### config.mk
export PLATFORM = sky130hd
export DESIGN_NAME = jbe_core
export DESIGN_NICKNAME = d
export VERILOG_FILES = /design/src/hdl/jbe_pkg.sv /design/src/hdl/jbe_core.sv
export VERILOG_INCLUDE_DIRS = /design/src /design/src/hdl
export SDC_FILE = /design/constraint.sdc
export NUM_CORES = 1
export LEC_CHECK = 0
export BUFFER_PORTS_ARGS = -buffer_cell sky130_fd_sc_hd__buf_2
export CORE_UTILIZATION = 50
export DETAILED_ROUTE_END_ITERATION = 6
export GPL_TIMING_DRIVEN = 0
export PLACE_DENSITY_LB_ADDON = 0.3
export SYNTH_ARGS = -nofsm -noshare
export SYNTH_HDL_FRONTEND = slang
export SYNTH_SLANG_ARGS = --single-unit
### constraint.sdc
create_clock -name clk -period 4.5 [get_ports clk]
set_clock_uncertainty 0.05 [all_clocks]
set_input_delay 0 -clock clk [delete_from_list [all_inputs] [get_ports clk]]
set_output_delay 0 -clock clk [all_outputs]
set_load 0.02 [all_outputs]
### src/hdl/jbe_defs.svh
// Purpose: Constants of the jump execution block.
// Assumes: Included by the core and the bench.
// Notes: Flag bit positions follow the usual flag register layout.
`ifndef JBE_DEFS_SVH
`define JBE_DEFS_SVH

`define JBE_COUNTER_RESET 16'h0000
`define JBE_OP_INDIRECT 8'he9
`define JBE_OP_PREFIX_FIRST 8'hdd
`define JBE_OP_PREFIX_SECOND 8'hfd
`define JBE_OP_ABS_UNCOND 8'hc3
`define JBE_OP_REL_UNCOND 8'h18
`define JBE_ABS_COND_MASK 8'hc7
`define JBE_ABS_COND_CODE 8'hc2
`define JBE_REL_COND_MASK 8'he7
`define JBE_REL_COND_CODE 8'h20
`define JBE_FLAG_SIGN 7
`define JBE_FLAG_ZERO 6
`define JBE_FLAG_PARITY 2
`define JBE_FLAG_CARRY 0

`endif

### src/hdl/jbe_pkg.sv
// Purpose: Types of the jump execution block.
// Assumes: Nothing beyond the constants header.
// Notes: States are one-hot.
package jbe_pkg;
  typedef enum logic [3:0] {
    JBE_FETCH = 4'b0001,
    JBE_DECODE = 4'b0010,
    JBE_OPREQ = 4'b0100,
    JBE_OPDATA = 4'b1000
  } jbe_state_e;
endpackage
### src/hdl/jbe_core.sv
// Purpose: Fetch, decode and execute the jump instructions of the core.
// Assumes: Program memory answers a fetch with data in the following cycle.
// Notes: Opcodes other than jumps and prefixes are reported and skipped as one byte.
`timescale 1ns/100ps
`include "jbe_defs.svh"

module jbe_core
  import jbe_pkg::*;
(
  input wire logic clk,
  input wire logic rst,
  input wire logic [7:0] flags,
  input wire logic [15:0] pointerPair,
  input wire logic [15:0] firstIndexRegister,
  input wire logic [15:0] secondIndexRegister,
  input wire logic [7:0] fetchData,
  output logic fetchRd,
  output logic [15:0] fetchAddr,
  output logic [15:0] programCounter,
  output logic flagWrite,
  output logic jumpTaken,
  output logic instrDone,
  output logic otherOpcode,
  output logic [7:0] otherOpcodeByte
);

  ////////////////////////////////////////////////////////////////////////////////
  jbe_state_e state_q;
  logic [15:0] progCnt_q;
  logic [7:0] opcode_q;
  logic [7:0] lowByte_q;
  logic byteCnt_q;
  logic prefixed_q;
  logic useSecond_q;
  logic jumpTaken_q;
  logic instrDone_q;
  logic otherOpcode_q;
  logic [7:0] otherByte_q;

  logic isIndirect;
  logic isAbsOp;
  logic isRelOp;
  logic finalByte;
  logic takeJump;
  logic [15:0] absTarget;
  logic [15:0] relTarget;
  logic [15:0] progCnt_d;

  // Condition field selects one flag; its low bit gives the level that passes.
  function automatic logic condition_field_true(input logic [2:0] ccc, input logic [7:0] f);
    logic bitVal;
    bitVal = 1'b0;
    case (ccc[2:1])
      2'b00: bitVal = f[`JBE_FLAG_ZERO];
      2'b01: bitVal = f[`JBE_FLAG_CARRY];
      2'b10: bitVal = f[`JBE_FLAG_PARITY];
      2'b11: bitVal = f[`JBE_FLAG_SIGN];
      default: bitVal = 1'b0;
    endcase
    return bitVal == ccc[0];
  endfunction

  ////////////////////////////////////////////////////////////////////////////////
  assign fetchRd = (state_q == JBE_FETCH) || (state_q == JBE_OPREQ);
  assign fetchAddr = progCnt_q;
  assign programCounter = progCnt_q;
  assign jumpTaken = jumpTaken_q;
  assign instrDone = instrDone_q;
  assign otherOpcode = otherOpcode_q;
  assign otherOpcodeByte = otherByte_q;
  assign flagWrite = 1'b0;

  assign isIndirect = fetchData == `JBE_OP_INDIRECT;
  assign isAbsOp = (opcode_q == `JBE_OP_ABS_UNCOND) ||
                   ((opcode_q & `JBE_ABS_COND_MASK) == `JBE_ABS_COND_CODE);
  assign isRelOp = !isAbsOp;
  assign finalByte = isRelOp || byteCnt_q;
  assign absTarget = {fetchData, lowByte_q};
  assign relTarget = progCnt_q + 16'h0001 + {{8{fetchData[7]}}, fetchData};

  always_comb begin
    takeJump = 1'b1;
    if (opcode_q == `JBE_OP_ABS_UNCOND || opcode_q == `JBE_OP_REL_UNCOND) begin
      takeJump = 1'b1;
    end else if (isAbsOp) begin
      takeJump = condition_field_true(opcode_q[5:3], flags);
    end else begin
      takeJump = condition_field_true({1'b0, opcode_q[4:3]}, flags);
    end
  end

  always_comb begin
    progCnt_d = progCnt_q + 16'h0001;
    if (state_q == JBE_OPDATA && finalByte && takeJump) begin
      progCnt_d = isAbsOp ? absTarget : relTarget;
    end
  end

  ////////////////////////////////////////////////////////////////////////////////
  always_ff @(posedge clk or posedge rst) begin
    if (rst) begin
      state_q <= JBE_FETCH;
    end else begin
      case (state_q)
        JBE_FETCH: state_q <= JBE_DECODE;
        JBE_DECODE: begin
          if (!prefixed_q && (fetchData == `JBE_OP_ABS_UNCOND ||
              fetchData == `JBE_OP_REL_UNCOND ||
              (fetchData & `JBE_ABS_COND_MASK) == `JBE_ABS_COND_CODE ||
              (fetchData & `JBE_REL_COND_MASK) == `JBE_REL_COND_CODE)) begin
            state_q <= JBE_OPREQ;
          end else begin
            state_q <= JBE_FETCH;
          end
        end
        JBE_OPREQ: state_q <= JBE_OPDATA;
        JBE_OPDATA: state_q <= finalByte ? JBE_FETCH : JBE_OPREQ;
        default: state_q <= JBE_FETCH;
      endcase
    end
  end

  always_ff @(posedge clk or posedge rst) begin
    if (rst) begin
      progCnt_q <= `JBE_COUNTER_RESET;
    end else if (state_q == JBE_DECODE) begin
      if (isIndirect && !prefixed_q) begin
        progCnt_q <= pointerPair;
      end else if (isIndirect) begin
        progCnt_q <= useSecond_q ? secondIndexRegister : firstIndexRegister;
      end else begin
        progCnt_q <= progCnt_q + 16'h0001;
      end
    end else if (state_q == JBE_OPDATA) begin
      progCnt_q <= progCnt_d;
    end
  end

  always_ff @(posedge clk or posedge rst) begin
    if (rst) begin
      prefixed_q <= 1'b0;
      useSecond_q <= 1'b0;
    end else if (state_q == JBE_DECODE) begin
      prefixed_q <= !prefixed_q && (fetchData == `JBE_OP_PREFIX_FIRST ||
                                    fetchData == `JBE_OP_PREFIX_SECOND);
      useSecond_q <= fetchData == `JBE_OP_PREFIX_SECOND;
    end
  end

  always_ff @(posedge clk or posedge rst) begin
    if (rst) begin
      opcode_q <= 8'h00;
      lowByte_q <= 8'h00;
      byteCnt_q <= 1'b0;
    end else if (state_q == JBE_DECODE) begin
      opcode_q <= fetchData;
      byteCnt_q <= 1'b0;
    end else if (state_q == JBE_OPDATA) begin
      lowByte_q <= fetchData;
      byteCnt_q <= 1'b1;
    end
  end

  // A byte that follows a prefix and is not the indirect opcode is handed on as other.
  always_ff @(posedge clk or posedge rst) begin
    if (rst) begin
      jumpTaken_q <= 1'b0;
      instrDone_q <= 1'b0;
      otherOpcode_q <= 1'b0;
      otherByte_q <= 8'h00;
    end else begin
      jumpTaken_q <= 1'b0;
      instrDone_q <= 1'b0;
      otherOpcode_q <= 1'b0;
      if (state_q == JBE_DECODE) begin
        if (isIndirect) begin
          jumpTaken_q <= 1'b1;
          instrDone_q <= 1'b1;
        end else if (prefixed_q || (fetchData != `JBE_OP_PREFIX_FIRST &&
                     fetchData != `JBE_OP_PREFIX_SECOND &&
                     fetchData != `JBE_OP_ABS_UNCOND &&
                     fetchData != `JBE_OP_REL_UNCOND &&
                     (fetchData & `JBE_ABS_COND_MASK) != `JBE_ABS_COND_CODE &&
                     (fetchData & `JBE_REL_COND_MASK) != `JBE_REL_COND_CODE)) begin
          otherOpcode_q <= 1'b1;
          otherByte_q <= fetchData;
          instrDone_q <= 1'b1;
        end
      end else if (state_q == JBE_OPDATA && finalByte) begin
        jumpTaken_q <= takeJump;
        instrDone_q <= 1'b1;
      end
    end
  end

  ////////////////////////////////////////////////////////////////////////////////
  // pointer pair check
  indirect_pair_a: assert property (@(posedge clk) disable iff (rst)
    state_q == JBE_DECODE && !prefixed_q && fetchData == `JBE_OP_INDIRECT
    |=> progCnt_q == $past(pointerPair) && state_q == JBE_FETCH && fetchRd)
    else $error("indirect jump did not load pointer pair");

  index_source_a: assert property (@(posedge clk) disable iff (rst)
    state_q == JBE_DECODE && prefixed_q && fetchData == `JBE_OP_INDIRECT
    |=> progCnt_q == ($past(useSecond_q) ? $past(secondIndexRegister) :
                      $past(firstIndexRegister)))
    else $error("indexed jump loaded wrong register");

  other_prefix_a: assert property (@(posedge clk) disable iff (rst)
    state_q == JBE_DECODE && prefixed_q && fetchData != `JBE_OP_INDIRECT
    |=> otherOpcode_q && !jumpTaken_q && otherByte_q == $past(fetchData))
    else $error("prefixed byte not reported as other opcode");

  abs_taken_a: assert property (@(posedge clk) disable iff (rst)
    state_q == JBE_OPDATA && isAbsOp && byteCnt_q && takeJump
    |=> progCnt_q == {$past(fetchData), $past(lowByte_q)} && fetchRd && jumpTaken_q)
    else $error("absolute jump target not loaded");

  cond_false_a: assert property (@(posedge clk) disable iff (rst)
    state_q == JBE_OPDATA && finalByte && !takeJump
    |=> progCnt_q == $past(progCnt_q) + 16'h0001 && !jumpTaken_q && instrDone_q)
    else $error("false condition did not skip instruction");

  cond_parity_a: assert property (@(posedge clk) disable iff (rst)
    state_q == JBE_OPDATA && opcode_q == 8'he2
    |-> takeJump == !flags[`JBE_FLAG_PARITY])
    else $error("parity odd condition wrong");

  cond_sign_a: assert property (@(posedge clk) disable iff (rst)
    state_q == JBE_OPDATA && opcode_q == 8'hfa
    |-> takeJump == flags[`JBE_FLAG_SIGN])
    else $error("sign negative condition wrong");

  cond_zero_a: assert property (@(posedge clk) disable iff (rst)
    state_q == JBE_OPDATA && opcode_q == 8'hc2 && flags[`JBE_FLAG_ZERO]
    |-> !takeJump)
    else $error("not zero condition passed with zero set");

  rel_taken_a: assert property (@(posedge clk) disable iff (rst)
    state_q == JBE_OPDATA && isRelOp && takeJump
    |=> progCnt_q == $past(progCnt_q) + 16'h0001 +
        {{8{$past(fetchData[7])}}, $past(fetchData)})
    else $error("relative jump landed wrong");

  rel_range_a: assert property (@(posedge clk) disable iff (rst)
    state_q == JBE_OPDATA && isRelOp && takeJump && fetchData == 8'h80
    |=> progCnt_q == $past(progCnt_q) - 16'h007f)
    else $error("relative base not advanced counter");

  rel_nonzero_a: assert property (@(posedge clk) disable iff (rst)
    state_q == JBE_OPDATA && opcode_q == 8'h20
    |-> takeJump == !flags[`JBE_FLAG_ZERO])
    else $error("relative not zero condition wrong");

  rel_carry_a: assert property (@(posedge clk) disable iff (rst)
    state_q == JBE_OPDATA && opcode_q == 8'h38
    |-> takeJump == flags[`JBE_FLAG_CARRY])
    else $error("relative carry condition wrong");

  rel_always_a: assert property (@(posedge clk) disable iff (rst)
    state_q == JBE_OPDATA && opcode_q == `JBE_OP_REL_UNCOND |=> jumpTaken_q)
    else $error("unconditional relative jump not taken");

  flags_kept_a: assert property (@(posedge clk) disable iff (rst)
    instrDone_q |-> !flagWrite)
    else $error("jump wrote flags");

  abs_always_a: assert property (@(posedge clk) disable iff (rst)
    state_q == JBE_OPDATA && opcode_q == `JBE_OP_ABS_UNCOND && byteCnt_q
    |=> jumpTaken_q && progCnt_q == {$past(fetchData), $past(lowByte_q)})
    else $error("unconditional absolute jump not taken");

endmodule

**Word-level counts from Yosys, hierarchy flattened**

Index checks and enable logic that the tools add are counted.

- $add $sub $neg: 2
- Equal/unequal tests: 25
- Muxes and demuxes: 29
- Bitwise operators: 3
- Reductions and logical operators: 25

Operators with widths:

| cell | count |
|---|---|
| $mux W16 | 7 |
| $eq A8 B8 Y1 const B | 5 |
| $ne A8 B8 Y1 const B | 3 |
| $mux W1 | 17 |
| $add A16 B1 Y16 const B | 1 |
| $add A16 B16 Y16 | 1 |
| $eq A8 B5 Y1 const B | 2 |
| $pmux W4 S4 | 1 |
| $eq A5 B5 Y1 const B | 2 |
| $logic_and A1 B1 Y1 | 10 |
| $logic_or A1 B1 Y1 | 9 |
| $ne A8 B5 Y1 const B | 1 |
| $eq A6 B4 Y1 const B | 1 |
| $mux W3 | 2 |
| $ne A6 B4 Y1 const B | 1 |
| $ne A5 B5 Y1 const B | 1 |
| $eq A2 B2 Y1 const B | 2 |
| $eq A4 B1 Y1 const B | 1 |
| $eq A4 B2 Y1 const B | 1 |
| $eq A4 B3 Y1 const B | 1 |
| $eq A4 B4 Y1 const B | 1 |
| $pmux W1 S4 | 1 |
| $not A1 Y1 | 3 |
| $reduce_and A3 Y1 | 1 |
| other kinds (7) | 9 |

- Register bits after elaboration: 50
- Input bits: 66
- Output and inout port bits: 45
- Word-level logic and storage cells: 95

**Longest topological paths before layout**

- Depth after elaboration: 11
- Depth in mapped cells: 14
- Depth with buffers taken out: 14

**Worst setup path after synthesis**

Ideal clock, no wire load.

- Path type: flip-flop to flip-flop
- From: register progCnt_q[0] (netlist: fetchAddr[0])
- To: register progCnt_q[13] (netlist: fetchAddr[13])
- Setup time: 0.132 ns
- Arrival time: 3.070 ns
- Data required time: 4.318 ns
- Slack: 1.248 ns
- Stages on the path, launching flop included: 14
- Path buffers: 0
- Clock period less this slack: 3.252 ns
- Cells stage by stage: dfrtp_1 -> ha_1 -> nand3_1 -> nor3_1 -> nand4_1 -> xnor2_1 -> ha_1 -> nand4_1 -> a21oi_1 -> o31a_1 -> or2_2 -> o311ai_0 -> and3_1 -> o211ai_2

- Cells in the longest elaborated chain, start to end: 6
- Elaborated cells between the ends (all ways): 8
- Classes of those cells: add/sub (2); mux (6)

Ends and longest elaborated chain:

| item | RTL line | RTL |
|---|---|---|
| start: declaration | jbe_core.sv:29 | `logic [15:0] progCnt_q;` |
| start signal: assignment | jbe_core.sv:125 | `` progCnt_q <= `JBE_COUNTER_RESET; `` |
| start signal: assignment | jbe_core.sv:128 | `progCnt_q <= pointerPair;` |
| start signal: assignment | jbe_core.sv:130 | `progCnt_q <= useSecond_q ? secondIndexRegister : firstIndexRegister;` |
| $add A16 B1 Y16 (*) | jbe_core.sv:79, jbe_core.sv:93, jbe_core.sv:132 |  |
| $add A16 B16 Y16 | jbe_core.sv:79 | `assign relTarget = progCnt_q + 16'h0001 + {{8{fetchData[7]}}, fetchData};` |
| $mux W16 | jbe_core.sv:95 | `progCnt_d = isAbsOp ? absTarget : relTarget;` |
| $mux W16 | jbe_core.sv:94 | `if (state_q == JBE_OPDATA && finalByte && takeJump) begin` |
| $mux W16 | jbe_core.sv:134 | `end else if (state_q == JBE_OPDATA) begin` |
| $mux W16 (*) | jbe_core.sv:126 | `end else if (state_q == JBE_DECODE) begin` |

Mark *: on every way between the ends. The rest lies on a longest branch, timed or not. The select of a mux whose other input is x is not followed.
A chain may end at the register's enable or synchronous reset.

**Worst setup path in the final report**

Same ends and word-level chain as after synthesis.

==> impl_metrics.json <==
{
  "intPower_mw": 1.22,
  "cts_setup_buffers": 0,
  "drive_gt1_share_pct": 23.9,
  "routed_wl_mm": 12.6,
  "die_w_um": 93.0,
  "tritoncts": "done",
  "vdd_drop_max_uv": 181,
  "globalRoute.totalOverflow": 0,
  "drt-pass1-iter-count": 5,
  "p_sw_share_pct": 47.5,
  "finalHoldViolCount": 0,
  "cts_buffers": 5,
  "p_clk_share_pct": 12.6,
  "yosysUniqueCellTypes": 60,
  "drc": 0,
  "die_h_um": 93.0,
  "htreeDepth": 2,
  "p_leak_nw": 2.32,
  "dpl.hpwl_mm": 9.76,
  "end_kind": "register",
  "synth_area_mm2": 0.00414,
  "worstPathRequired_ps": 4660,
  "holdCritPathClass": "in2reg",
  "initial_core_util_pct": 52.5,
  "rsz0062_at_grt": "false",
  "diodes": 0,
  "path_max_fanout": 8,
  "io_pins": 111,
  "slew_violations": 0,
  "p_per_area_mw_per_mm2": 467,
  "arrival_ps": 4150,
  "dr.first_iter.drc_count": 343,
  "tightest_slew_ps": 759,
  "syn_area_per_cell_um2": 8.16,
  "grt_max_degree": 31,
  "netlist_instances": 508,
  "power_switching_mw": 1.10,
  "fmax_mhz": 251,
  "p_seq_share_pct": 29.0,
  "final_cell_mix": "buf_2 (105), nand2_1 (98), dfrtp_1 (49)",
  "cap_violations": 0,
  "ctsResizeCount": 0,
  "area_delta_synth_final_pct": 20.0,
  "fin_crit_ps": 3990,
  "critPathKind": "reg2reg",
  "die_area_mm2": 0.00866,
  "cts-root-buf": "clkbuf_8",
  "grt_pass1_wl_mm": 20.2,
  "synth_edf_count": 0,
  "final_common_cell": "buf_2",
  "ys_seq_area_share_pct": 30.2,
  "cts.sinks": 50,
  "num_rows": 32,
  "ant_nets": 0,
  "grt_usage_pct": 29.9,
  "ys_dominant_reg_cell": "dfrtp_1",
  "syn_nets": 595,
  "ctsLongestPathBuffers": 2,
  "clk_latency_ps": 320,
  "port_buffers": 105,
  "hold_buffers": 6,
  "grt_pass1_vias": 4154,
  "antenna_found_initial": 0,
  "setup_viol": 0,
  "tns_ps": 0,
  "period_share_pct": 88.7,
  "p_comb_share_pct": 58.4,
  "status": "finished, final reports clean",
  "vias_per_cell": 5.98,
  "yosysWarnings": 0,
  "total_power_mw": 2.32,
  "worstSetupStartpointType": "register",
  "max_slew_margin_pct": 48.7,
  "vias": 4365,
  "final_nets": 714,
  "place.gp.congestion": 0.944,
  "async_flop_share_pct": 100,
  "post_drt_wl_per_cell_um": 17.3,
  "core_area_mm2": 0.00789,
  "cts.clk_slew.worst_paths_ps": 110,
  "ys_ff_latch": 50
}
## cell usage after synthesis (all sizes together) (3+ instances only)
library cell	instances	area share, %
inv	8	0.72
mux2i	22	5.3
a21o	4	0.72
a21oi	24	3.2
a211oi	10	1.8
ha	20	6.0
and3	7	1.1
or2	3	0.45
a31oi	7	1.1
o2111ai	4	0.85
clkbuf	24	2.2
nand4	6	0.91
o21ai	41	5.0
buf	20	3.7
nand3b	5	0.91
xor2	9	1.9
and2	4	0.60
xnor2	17	3.6
o211ai	14	2.7
mux2	7	1.9
o221ai	3	0.63
nor2	28	2.5
nand2b	5	0.75
nor3	7	0.97
o211a	5	1.2
o31ai	4	0.85
nand2	98	8.9
a22oi	3	0.54
nand3	19	2.3
dfrtp	49	30
## sequential cells by signal, indices dropped and copies added, names as in the netlist
name,cells
state_q,4
fetchAddr,16
prefixed_q,1
otherOpcode,1
useSecond_q,1
jumpTaken,1
instrDone,1
lowByte_q,8
otherOpcodeByte,8
opcode_q,8
byteCnt_q,1
## cell type report
| class | count | area, um2 |
|---|---|---|
| plain buffers | 44 | 244 |
| clock buffers | 5 | 68.8 |
| clock inverters | 3 | 28.8 |
| fillers | 706 | 2910 |
| inverters | 8 | 30.0 |
| multi-input cells | 406 | 2620 |
| flip-flops and latches | 50 | 1250 |
| well taps | 102 | 128 |
| repair buffers | 112 | 606 |
## path summary, 6_finish.rpt
path,start,to,slack (ps),cells after the start
max,fetchAddr[0]$_DFFE_PP0P_,fetchAddr[13]$_DFFE_PP0P_,510,13
min,pointerPair[0],fetchAddr[0]$_DFFE_PP0P_,40,5
max in group asynchronous,rst,state_q[0]$_DFF_PP1_,3620,4
max reg2reg,fetchAddr[0]$_DFFE_PP0P_,fetchAddr[13]$_DFFE_PP0P_,510,13
min reg2reg,byteCnt_q$_DFFE_PP0P_,byteCnt_q$_DFFE_PP0P_,450,2
min in group asynchronous,rst,fetchAddr[2]$_DFFE_PP0P_,190,3
## per-layer routing
layer  track usage [%]  part of all wire [%]  up-vias
li1                  -                     -     2057
met1              37.9                    41     2025
met2              50.4                    47      253
met3              6.42                   8.8       30
met4              10.5                   2.9        0
met5                 0                     0        -
## kinds of logic after synthesis
| logic type | synth area share (%) |
|---|---|
| adder cells (fa/ha/maj) | 6.52 |
| buffers and inverters | 6.61 |
| other | 0.0905 |
| flip-flops | 30.2 |
| multiplexers | 7.76 |
| AO/OA/AOI/OAI | 21.8 |
| AND/OR/NAND/NOR | 21.5 |
| XOR/XNOR | 5.50 |
## critical path, stage by stage (launching register included)
cell,delay (ps)
dfrtp_1,530
ha_1,290
nand3_1,170
nor3_1,490
nand4_1,190
xnor2_1,300
ha_1,350
nand4_1,120
a21oi_1,50
o31a_1,160
or2_2,340
o311ai_0,440
and3_1,300
o211ai_2,100
## metrics by stage
step | hold WS [ps] | setup WS, ps | utilization (%) | instance area (um2) | std cells
6_report | 44.7 | 509 | 63.1 | 4970 | 730
5_1_grt | 63.1 | 276 | 63.1 | 4970 | 730
4_1_cts | 41.6 | 628 | 63.1 | 4970 | 730
3_5_place_dp | -3.13 | 655 | 61.1 | 4820 | 716
3_3_place_gp | 269 | 613 | 60.8 | 4800 | 715
2_1_floorplan | 55.4 | 1250 | - | 4140 | 508
## power groups by stage
stage,registers (mW),clock network (mW),logic [mW]
floorplan,0.730,0,0.890
global placement,0.673,0,1.28
CTS,0.669,0.294,1.33
detailed placement,0.678,0,1.32
finish,0.674,0.293,1.36
global route,0.688,0.313,1.49
Note: power is estimated with default switching activity, not from simulation.
